===== src/pkg/fdp_pkg.sv =====
package fdp_pkg;

    // Register offsets on the plain register port
    localparam logic [7:0]  FLASH_CTRL_OFF = 8'h0E;
    localparam logic [7:0]  FLASH_DATA_OFF = 8'h0F;

    // Reset values
    localparam logic [15:0] FLASH_DATA_RST = 16'h0000;
    localparam logic [2:0]  FLASH_CMD_RST  = 3'h0;

    // Control register layout
    localparam int          CMD_LSB        = 0;
    localparam int          CMD_MSB        = 2;
    localparam int          BUSY_BIT       = 7;
    localparam logic [3:0]  CTRL_RSVD      = 4'h0;
    localparam logic [7:0]  RD_PAD         = 8'h00;

    // Flash command field codes
    localparam logic [2:0]  CMD_WR_INFO    = 3'h2;
    localparam logic [2:0]  CMD_WR_MAIN    = 3'h3;
    localparam logic [2:0]  CMD_ER_INFO    = 3'h4;
    localparam logic [2:0]  CMD_ER_PAGE    = 3'h5;
    localparam logic [2:0]  CMD_ER_MASS    = 3'h6;

    typedef enum logic [1:0] {
        FDP_IDLE = 2'b00,
        FDP_ADDR = 2'b01,
        FDP_DATA = 2'b10
    } fdp_phase_e;

    typedef enum logic {
        FDP_SEQ_IDLE = 1'b0,
        FDP_SEQ_RUN  = 1'b1
    } fdp_seq_e;

endpackage : fdp_pkg


===== src/pkg/fdp_if.sv =====
`timescale 1ns/10ps
`default_nettype none

interface fdp_if;
    logic        start;
    logic [2:0]  cmd;
    logic [15:0] addr;
    logic [15:0] data;
    logic        busy_n;

    modport regs (output start, output cmd, output addr, output data, input busy_n);
    modport seq  (input start, input cmd, input addr, input data, output busy_n);
endinterface : fdp_if

`default_nettype wire


===== src/design/fdp_seq.sv =====
`timescale 1ns/10ps
`default_nettype none

module fdp_seq (
    // Clock and reset
    input  wire logic        clock,
    input  wire logic        rst,
    // Register side
    fdp_if.seq               link,
    // Flash array side
    output logic             array_go,
    output logic [2:0]       array_op,
    output logic [15:0]      array_addr,
    output logic [15:0]      array_wdata,
    input  wire logic        array_done
);

    typedef struct packed {
        fdp_pkg::fdp_seq_e state;
        logic              go;
        logic [2:0]        op;
        logic [15:0]       addr;
        logic [15:0]       wdata;
    } fdp_seq_s;

    fdp_seq_s st;
    fdp_seq_s next_st;

    always_comb begin
        next_st    = st;
        next_st.go = 1'b0;
        case (st.state)
            fdp_pkg::FDP_SEQ_IDLE: begin
                if (link.start) begin
                    next_st.state = fdp_pkg::FDP_SEQ_RUN;
                    next_st.go    = 1'b1;
                    next_st.op    = link.cmd;
                    next_st.addr  = link.addr;
                    next_st.wdata = link.data;
                end
            end
            fdp_pkg::FDP_SEQ_RUN: begin
                if (array_done) begin
                    next_st.state = fdp_pkg::FDP_SEQ_IDLE;
                end
            end
            default: begin
                next_st.state = fdp_pkg::FDP_SEQ_IDLE;
            end
        endcase
    end

    always_ff @(posedge clock or posedge rst) begin
        if (rst) begin
            st <= '0;
        end else begin
            st <= next_st;
        end
    end

    assign link.busy_n = (st.state == fdp_pkg::FDP_SEQ_IDLE);
    assign array_go    = st.go;
    assign array_op    = st.op;
    assign array_addr  = st.addr;
    assign array_wdata = st.wdata;

    a_busy_on_start: assert property (@(posedge clock) disable iff (rst)
        link.start && link.busy_n |=> !link.busy_n && array_go)
        else $error("busy flag did not fall after start");

    a_busy_held_run: assert property (@(posedge clock) disable iff (rst)
        !link.busy_n && !array_done |=> !link.busy_n && !array_go)
        else $error("busy flag released before array done");

    a_busy_release: assert property (@(posedge clock) disable iff (rst)
        !link.busy_n && array_done |=> link.busy_n)
        else $error("busy flag not released after array done");

endmodule : fdp_seq

`default_nettype wire


===== src/design/fdp_flash_data_port.sv =====
// Summary of operation
// - Data register clears to zero on reset
// - Data reads free; writes only ROM/data memory
// - Control writes ignored while busy flag low
// - Data writes inert without valid loaded command
// - Data register carries erase/program transfer values
// - Busy low from sequence end to operation end
// - Reserved command codes start no operation
`timescale 1ns/10ps
`default_nettype none

module fdp_flash_data_port (
    // Clock and reset
    input  wire logic        CLOCK,
    input  wire logic        RST,
    // Register port
    input  wire logic [7:0]  ADDR,
    input  wire logic [15:0] WDATA,
    input  wire logic        WR,
    input  wire logic        RD,
    output logic      [15:0] RDATA,
    // Write source qualifiers
    input  wire logic        FROM_ROM,
    input  wire logic        FROM_DATA_MEM,
    // Flash array
    output logic             ARRAY_GO,
    output logic      [2:0]  ARRAY_OP,
    output logic      [15:0] ARRAY_ADDR,
    output logic      [15:0] ARRAY_WDATA,
    input  wire logic        ARRAY_DONE,
    // Status
    output logic             FLASH_BUSY_N
);

    typedef struct packed {
        fdp_pkg::fdp_phase_e phase;
        logic [2:0]          cmd;
        logic [15:0]         data;
        logic [15:0]         addr;
        logic                start;
        logic [15:0]         rdata;
    } fdp_main_s;

    fdp_main_s st;
    fdp_main_s next_st;

    fdp_if link ();

    logic       ctrl_wr;
    logic       data_wr;
    logic       src_ok;
    logic [7:0] ctrl_rd;
    logic       idle_ok;

    assign src_ok  = FROM_ROM || FROM_DATA_MEM;
    // A start still in flight counts as busy
    assign idle_ok = link.busy_n && !st.start;
    assign ctrl_wr = WR && (ADDR == fdp_pkg::FLASH_CTRL_OFF);
    assign data_wr = WR && (ADDR == fdp_pkg::FLASH_DATA_OFF) && src_ok;

    always_comb begin
        ctrl_rd                                     = fdp_pkg::RD_PAD;
        ctrl_rd[fdp_pkg::CMD_MSB:fdp_pkg::CMD_LSB]  = st.cmd;
        ctrl_rd[fdp_pkg::BUSY_BIT-1:fdp_pkg::CMD_MSB+1] = fdp_pkg::CTRL_RSVD;
        ctrl_rd[fdp_pkg::BUSY_BIT]                  = link.busy_n;
    end

    always_comb begin
        next_st       = st;
        next_st.start = 1'b0;
        next_st.rdata = {fdp_pkg::RD_PAD, fdp_pkg::RD_PAD};

        // Stored value always tracks accepted writes
        if (data_wr) begin
            next_st.data = WDATA;
        end

        if (ctrl_wr && idle_ok) begin
            next_st.cmd = WDATA[fdp_pkg::CMD_MSB:fdp_pkg::CMD_LSB];
            case (WDATA[fdp_pkg::CMD_MSB:fdp_pkg::CMD_LSB])
                fdp_pkg::CMD_WR_INFO,
                fdp_pkg::CMD_WR_MAIN,
                fdp_pkg::CMD_ER_PAGE: begin
                    next_st.phase = fdp_pkg::FDP_ADDR;
                end
                fdp_pkg::CMD_ER_INFO,
                fdp_pkg::CMD_ER_MASS: begin
                    // No address or data needed
                    next_st.phase = fdp_pkg::FDP_IDLE;
                    next_st.start = 1'b1;
                end
                default: begin
                    next_st.phase = fdp_pkg::FDP_IDLE;
                end
            endcase
        end else if (data_wr && idle_ok) begin
            case (st.phase)
                fdp_pkg::FDP_ADDR: begin
                    next_st.addr = WDATA;
                    if (st.cmd == fdp_pkg::CMD_ER_PAGE) begin
                        next_st.phase = fdp_pkg::FDP_IDLE;
                        next_st.start = 1'b1;
                    end else begin
                        next_st.phase = fdp_pkg::FDP_DATA;
                    end
                end
                fdp_pkg::FDP_DATA: begin
                    next_st.phase = fdp_pkg::FDP_IDLE;
                    next_st.start = 1'b1;
                end
                default: begin
                    // Without a loaded command the array is untouched
                    next_st.phase = fdp_pkg::FDP_IDLE;
                end
            endcase
        end

        if (RD) begin
            case (ADDR)
                fdp_pkg::FLASH_DATA_OFF: begin
                    next_st.rdata = st.data;
                end
                fdp_pkg::FLASH_CTRL_OFF: begin
                    next_st.rdata = {fdp_pkg::RD_PAD, ctrl_rd};
                end
                default: begin
                    next_st.rdata = {fdp_pkg::RD_PAD, fdp_pkg::RD_PAD};
                end
            endcase
        end
    end

    always_ff @(posedge CLOCK or posedge RST) begin
        if (RST) begin
            st       <= '0;
            st.data  <= fdp_pkg::FLASH_DATA_RST;
            st.cmd   <= fdp_pkg::FLASH_CMD_RST;
            st.phase <= fdp_pkg::FDP_IDLE;
        end else begin
            st <= next_st;
        end
    end

    assign link.start   = st.start;
    assign link.cmd     = st.cmd;
    assign link.addr    = st.addr;
    assign link.data    = st.data;
    assign RDATA        = st.rdata;
    assign FLASH_BUSY_N = link.busy_n;

    fdp_seq u_seq (
        .clock       (CLOCK),
        .rst         (RST),
        .link        (link.seq),
        .array_go    (ARRAY_GO),
        .array_op    (ARRAY_OP),
        .array_addr  (ARRAY_ADDR),
        .array_wdata (ARRAY_WDATA),
        .array_done  (ARRAY_DONE)
    );

    a_data_reset_zero: assert property (@(posedge CLOCK) disable iff (RST)
        $past(RST) |-> st.data == fdp_pkg::FLASH_DATA_RST && st.phase == fdp_pkg::FDP_IDLE)
        else $error("data register not zero after reset");

    a_write_src_gate: assert property (@(posedge CLOCK) disable iff (RST)
        WR && (ADDR == fdp_pkg::FLASH_DATA_OFF) && !FROM_ROM && !FROM_DATA_MEM
        |=> st.data == $past(st.data))
        else $error("data register took a write from a barred source");

    a_ctrl_busy_lock: assert property (@(posedge CLOCK) disable iff (RST)
        ctrl_wr && !link.busy_n |=> st.cmd == $past(st.cmd) && !st.start)
        else $error("control write altered command while busy");

    a_no_cmd_inert: assert property (@(posedge CLOCK) disable iff (RST)
        data_wr && !ctrl_wr && st.phase == fdp_pkg::FDP_IDLE |=> !st.start ##1 !ARRAY_GO)
        else $error("data write started array without a command");

    a_prog_path: assert property (@(posedge CLOCK) disable iff (RST)
        data_wr && link.busy_n && st.phase == fdp_pkg::FDP_DATA
        |=> st.start ##1 ARRAY_GO && ARRAY_WDATA == $past(WDATA, 2) && !FLASH_BUSY_N)
        else $error("program data not passed to flash array");

    a_reserved_noop: assert property (@(posedge CLOCK) disable iff (RST)
        ctrl_wr && link.busy_n && (WDATA[2:0] == 3'h0 || WDATA[2:0] == 3'h1
        || WDATA[2:0] == 3'h7) |=> (!st.start && st.phase == fdp_pkg::FDP_IDLE)[*2])
        else $error("reserved command code produced activity");

    a_data_readback: assert property (@(posedge CLOCK) disable iff (RST)
        RD && (ADDR == fdp_pkg::FLASH_DATA_OFF) |=> RDATA == $past(st.data))
        else $error("data read did not return stored value");

    a_busy_on_seq: assert property (@(posedge CLOCK) disable iff (RST)
        st.start |=> !FLASH_BUSY_N)
        else $error("busy flag not low after command sequence");

    a_ctrl_pend_lock: assert property (@(posedge CLOCK) disable iff (RST)
        ctrl_wr && st.start |=> st.cmd == $past(st.cmd) && !st.start)
        else $error("control write altered command before busy fell");

    a_erase_start: assert property (@(posedge CLOCK) disable iff (RST)
        ctrl_wr && idle_ok && (WDATA[2:0] == fdp_pkg::CMD_ER_INFO
        || WDATA[2:0] == fdp_pkg::CMD_ER_MASS)
        |=> st.start ##1 ARRAY_GO && ARRAY_OP == $past(WDATA[2:0], 2) && !FLASH_BUSY_N)
        else $error("erase command did not start flash array");

    a_page_erase_addr: assert property (@(posedge CLOCK) disable iff (RST)
        data_wr && idle_ok && st.phase == fdp_pkg::FDP_ADDR && st.cmd == fdp_pkg::CMD_ER_PAGE
        |=> st.start ##1 ARRAY_GO && ARRAY_ADDR == $past(WDATA, 2))
        else $error("page erase address not passed to flash array");

    a_data_store: assert property (@(posedge CLOCK) disable iff (RST)
        data_wr |=> st.data == $past(WDATA))
        else $error("accepted data write not stored");

    a_rdata_idle_zero: assert property (@(posedge CLOCK) disable iff (RST)
        !RD |=> RDATA == {fdp_pkg::RD_PAD, fdp_pkg::RD_PAD})
        else $error("read data not zero outside read cycle");

    a_busy_read_bit: assert property (@(posedge CLOCK) disable iff (RST)
        RD && (ADDR == fdp_pkg::FLASH_CTRL_OFF)
        |=> RDATA[fdp_pkg::BUSY_BIT] == $past(FLASH_BUSY_N))
        else $error("control read busy bit wrong");

endmodule : fdp_flash_data_port

`default_nettype wire


===== config.mk =====
export PLATFORM = sky130hd
export DESIGN_NAME = fdp_flash_data_port
export DESIGN_NICKNAME = d
export VERILOG_FILES = /design/src/pkg/fdp_pkg.sv /design/src/pkg/fdp_if.sv /design/src/design/fdp_seq.sv /design/src/design/fdp_flash_data_port.sv
export SDC_FILE = /design/constraint.sdc
export NUM_CORES = 1
export LEC_CHECK = 0
export BUFFER_PORTS_ARGS = -buffer_cell sky130_fd_sc_hd__buf_2
export CELL_PAD_IN_SITES_DETAIL_PLACEMENT = 0
export CELL_PAD_IN_SITES_GLOBAL_PLACEMENT = 1
export CORE_ASPECT_RATIO = 0.8
export CORE_MARGIN = 2
export CORE_UTILIZATION = 49
export CTS_BUF_LIST = sky130_fd_sc_hd__clkbuf_4 sky130_fd_sc_hd__clkbuf_8
export CTS_CLUSTER_DIAMETER = 120
export DETAILED_ROUTE_END_ITERATION = 10
export GPL_ROUTABILITY_DRIVEN = 0
export GPL_TIMING_DRIVEN = 0
export PLACE_DENSITY = 0.87
export REMOVE_ABC_BUFFERS = 1
export SYNTH_ARGS = -nofsm -noshare
export SYNTH_HDL_FRONTEND = slang
export SYNTH_SLANG_ARGS = --single-unit

===== constraint.sdc =====
create_clock -name CLOCK -period 5.3 [get_ports CLOCK]
set_input_delay 0.53 -clock CLOCK [delete_from_list [all_inputs] [get_ports CLOCK]]
set_output_delay 0.53 -clock CLOCK [all_outputs]
set_load 0.01 [all_outputs]

# Word level (Yosys, flattened, before mapping)

Index checks and enable logic that the tools add are counted.

Equal/unequal tests: 10
Muxes and demuxes: 16
Bitwise gates (word level): 2
Reductions and logical operators: 13

Operators with widths:

| operator                                             | count |
|---|---|
| 2-to-1 mux 37 bit                                    | 1 |
| 2-to-1 mux 36 bit                                    | 1 |
| one-hot mux 16 bit (2 select lines)                  | 1 |
| equality test 8 x 4 -> 1 bit (second input constant) | 2 |
| 2-to-1 mux 16 bit                                    | 1 |
| equality test 3 bit (second input constant)          | 4 |
| 2-to-1 mux 2 bit                                     | 4 |
| equality test 3 x 2 -> 1 bit (second input constant) | 2 |
| logical AND 1 bit                                    | 6 |
| 2-to-1 mux 1 bit                                     | 6 |
| one-hot mux 1 bit (2 select lines)                   | 2 |
| AND reduction 3 bit                                  | 1 |
| OR reduction 3 bit                                   | 1 |
| equality test 2 x 1 -> 1 bit (second input constant) | 1 |
| equality test 2 bit (second input constant)          | 1 |
| inverter 1 bit                                       | 2 |
| AND reduction 2 bit                                  | 1 |
| nonzero test 2 bit                                   | 1 |
| OR reduction 2 bit                                   | 1 |
| logical NOT 1 bit                                    | 1 |
| logical OR 1 bit                                     | 1 |

Bits in registers: 91
Bits of input ports: 31
Output and inout bits: 53
Word-level logic and storage cells: 52

# Logic depth before layout (Yosys ltp)

Depth after elaboration: 6
Depth in mapped cells: 6

# Hierarchy

A second synthesis with hierarchy kept.

Cell total of the unflattened synthesis: 277
Area total of the unflattened synthesis: 4043.9 sq um

By module, submodules not included:

| module              | instances | cells each | area each (sq um) | seq. area each (sq um) |
|---|---|---|---|---|
| fdp_flash_data_port | 1         | 162        | 2282.2            | 1351.3 |
| fdp_seq             | 1         | 115        | 1761.7            | 925.9 |

# Worst setup path after synthesis

Ideal clock, no wire load.

Path type: input -> register
From: input ADDR[5]
To: register st (netlist bit link.addr[0])
Setup time: 125 ps
Arrival time: 2028 ps
Path slack: 3147 ps
Stages: 5
Path buffers: 2
Path through: or3_4 -> buf_6 -> nor4_4 -> buf_8 -> mux2_4

Longest elaborated chain between the ends: 5
Elaborated cells on any way between the ends: 9
Those cells by class: 2 x eq/ne; 1 x bitwise; 6 x reduce/logical

Ends and longest elaborated chain:

| element                                                    | line                                                 | text |
|---|---|---|
| start, declared                                            | fdp_flash_data_port.sv:17                            | `input wire logic [7:0] ADDR,` |
| equality test 8 x 4 -> 1 bit, on equally long branches     | fdp_flash_data_port.sv:59, fdp_flash_data_port.sv:58 |  |
| logical AND 1 bit, on equally long branches                | fdp_flash_data_port.sv:59, fdp_flash_data_port.sv:58 |  |
| logical AND 1 bit, on equally long branches                | fdp_flash_data_port.sv:59, fdp_flash_data_port.sv:78 |  |
| logical AND 1 bit / inverter 1 bit (equally long branches) | --                                                   |  |
| AND reduction 3 bit (no source line) (*)                   | --                                                   |  |
| end signal, assigned                                       | fdp_flash_data_port.sv:140                           | `st <= next_st;` |
| end, declared                                              | fdp_flash_data_port.sv:44                            | `fdp_main_s st;` |

Mark *: on every way between the ends. The rest lies on a longest branch, timed or not.
A chain may end at the register's enable or synchronous reset.

# Final worst setup path

From: register u_seq.st[36] (netlist bit)
To: register st (netlist bit link.addr[11])

Longest elaborated chain between the ends: 5
Elaborated cells on any way between the ends: 6
Those cells by class: 2 x bitwise; 4 x reduce/logical

Ends and longest elaborated chain:

| element                                  | line                      | text |
|---|---|---|
| start, declared                          | fdp_seq.sv:26             | `fdp_seq_s st;` |
| start signal, assigned                   | fdp_seq.sv:57             | `st <= next_st;` |
| inverter 1 bit (no source line) (*)      | --                        |  |
| logical AND 1 bit (*)                    | fdp_flash_data_port.sv:57 | `assign idle_ok = link.busy_n && !st.start;` |
| logical AND 1 bit                        | fdp_flash_data_port.sv:78 | `if (ctrl_wr && idle_ok) begin` |
| inverter 1 bit (no source line)          | --                        |  |
| AND reduction 3 bit (no source line) (*) | --                        |  |

Marked as above.

==> impl_results.md <==
* Clk Latency, worst-skew pair at 360 ps
* Final Cell Area at approximately 0.0043 mm2
* Worst slack at placement at 2730 ps
* Cell Area, Synth at 0.00393 mm2
* Worst Skew at 11.7 ps
* Vias in the first global route at around 2,200
* Run status: finished clean
* Clock buffer depth at 2
* Area Growth Syn to Fin at 10.2%
* Share of post-route cells with drive strength above 1 at 55.5%
* I/O Buffers at 83
* Final HPWL DP at roughly 4400 um
* CTS Root Cell: clkbuf_8
* Antenna violations before repair at 0
* Sink Count at 91
* First-pass GRT wire length at roughly 11,000 um
* Crit path to: link.addr[11]
* CP Capture Type: register
* Final Power at 1300 uW
* Achievable Freq at about 430 MHz
* DR pass1 iterations at 4
* CTS tree: yes
* DRT Wirelength at ~6500 um
* Worst setup margin at 2950 ps
* Worst hold path class: in -> async
* WP data required at 5540 ps
* Io pins at 84
* Setup crit start: u_seq.st[36]
* Diode count at 0
* Die Wd at between 100 and 150 um
* Ys flop type: dfrtp_1
* Crit Path Max Fanout at 9
* Total GRT Usage at 16.4%
* CTS resizes at 0
* Synth Warn # at 0
* Number of buffers created by CTS at 9
* Row cnt at 29
* Worst slew margin at 37.7%
* Starting DRT DRC Count at 62
* Commonest non-fill, non-tap cell in the layout: dfrtp_1
* R2r startpoint: u_seq.st[36]
* Async SR Flop Fraction at 100%
* Clock transition at the registers of the reported paths at 90 ps
* Core area at 0.00787 mm2
* Fin crit share at 44.3%
* Distinct cells, synth at 32
* Crit Path Category: reg -> reg
* Top cell type's share of synthesized area at between 50% and 60%
* Post-route ant nets at 0
* Grt ovf at 0
* Vias/cell at 4.86
* Register area share after synthesis at roughly 58%
* DIE AREA at 0.00876 mm2
* Largest area contributor in the netlist: dfrtp_1
* Max-slew violations at 0
* Setup TNS at 0 ps
* Worst path max stage delay at 730 ps
* Arr. time, crit path at 2590 ps
* H-tree levels at 3
* RSZ-0062 raised after global routing: no
* Post-synth EDFFs at 0
* Flops & latches, synth at about 90
* Mapped Cells at roughly 280
* Final Hold Fails at 0
* WL/cell at 15.2 um
* Pin count of the biggest net entering global routing at 75
* Syn Area/Cell at 14.2 um2
* Worst setup SP type: register
* Cell Area, Placed at 0.00410 mm2
* Most frequent cells in the layout: 91 x dfrtp_1, 83 x buf_2, 61 x mux2_2, 12 x and2_1, 10 x clkbuf_8
* Critical-path cell list: or3b_1, nor4_4, buf_8, mux2_2
* Slew at the pin with the worst max-slew slack at 932 ps
* Post-CTS Hold Fix Bufs at 0
* Max_cap viols at 0
* PD cells at 299 mW/mm2
* Initial Utilization at 49.9%
* Die Ht at 84.1 um
* Total setup buffers inserted after CTS at 0
* Crit-path slowest cell: nor4_4
* Leak Pwr at roughly 0.0024 uW
* Via Count at 2,074
* DRC errors left at 0
* Min Tclk post-route at 2350 ps
* Reg2Reg Depth at 4
* Fillers at 695
* Synth top area cells: dfrtp_1 58%, mux2_2 17%, buf_4 9.9%
* Reg2reg end: link.addr[11]
* R2R Setup Slk at 2950 ps
* Layout Nets at 347
* Setup Viol. Count Final at 0
* Worst VDD drop at ~0.17 mV
layer usage:
| layer | share of wire, % | track usage [%] |
|---|---|---|
| met4 | 1.4 | 5.53 |
| met3 | 5.9 | 5.23 |
| met5 | 0 | 0 |
| met1 | 50 | 23.3 |
| met2 | 43 | 24.0 |
synthesized netlist by cell type, types with 2 or more instances:
| library cell | number |
|---|---|
| a21oi_1 | 3 |
| and2_1 | 12 |
| buf_4 | 52 |
| clkbuf_1 | 5 |
| dfrtp_1 | 91 |
| ha_1 | 2 |
| inv_1 | 7 |
| mux2_2 | 61 |
| mux2_4 | 9 |
| mux2i_1 | 4 |
| nand3b_1 | 2 |
| nand4b_1 | 2 |
| nor2_1 | 7 |
| o211ai_1 | 2 |
sequential cells by signal, summed over array words and instances (netlist names):
| name | count |
|---|---|
| u_seq.array_addr | 16 |
| link.start | 1 |
| link.cmd | 3 |
| link.addr | 16 |
| link.data | 16 |
| u_seq.array_go | 1 |
| RDATA | 16 |
| u_seq.st | 1 |
| u_seq.array_op | 3 |
| st | 2 |
| u_seq.array_wdata | 16 |
kinds of logic (layout without fill, tap and decap cells):
kind of cell | after synthesis | count (layout) | share of synthesized area [%]
DFF | 91 | 91 | 57.9
muxes | 74 | 74 | 21.9
buffers and inverters | 66 | 108 | 11.7
and+or+nand+nor | 35 | 35 | 6.05
AOI/OAI and AO/OA | 9 | 9 | 1.72
adders and majority gates | 2 | 2 | 0.636
power by group:
group	switching (uW)	internal, uW	total [uW]
sequential	6.92	703	709
combinational	33.2	22.9	56.1
clock	249	283	532
total	289	1010	1300
final cells by class:
| cell class | instances | area [um2] | area share [%] |
|---|---|---|---|
| multi-input combinational | 120 | 1200 | 27.7 |
| inverter | 7 | 28.8 | 0.664 |
| tap | 108 | 135 | 3.12 |
| sequential | 91 | 2280 | 52.6 |
| timing repair buffer | 85 | 458 | 10.6 |
| clock buffer | 10 | 138 | 3.18 |
| clock inverter | 6 | 93.8 | 2.17 |
worst min path at each step:
| stage | end | slack [ps] | cells past startpoint |
|---|---|---|---|
| after floorplan | RDATA[10] | 470 | 1 |
| after global placement | u_seq.array_addr[8] | 480 | 1 |
| after detailed placement | u_seq.array_addr[5] | 490 | 2 |
| after CTS | u_seq.array_addr[5] | 100 | 2 |
| after global routing | u_seq.array_addr[5] | 110 | 2 |
| final | u_seq.array_addr[5] | 100 | 2 |
stage by stage:
step                hold WS (ps)  util (%)  instances
finish                      99.6      55.0        427
detailed placement           488      52.1        411
floorplan                    468         -        218
CTS                         97.6      55.0        427
global placement             482      51.4        409
global route                 107      55.0        427
critical path: cells and delay by family (launching register included):
family,cells,cell delay (ps)
flip-flops,1,420
multiplexers,1,340
buffers and inverters,1,240
AND/OR/NAND/NOR,2,1210
(Power assumes the default switching activity.)
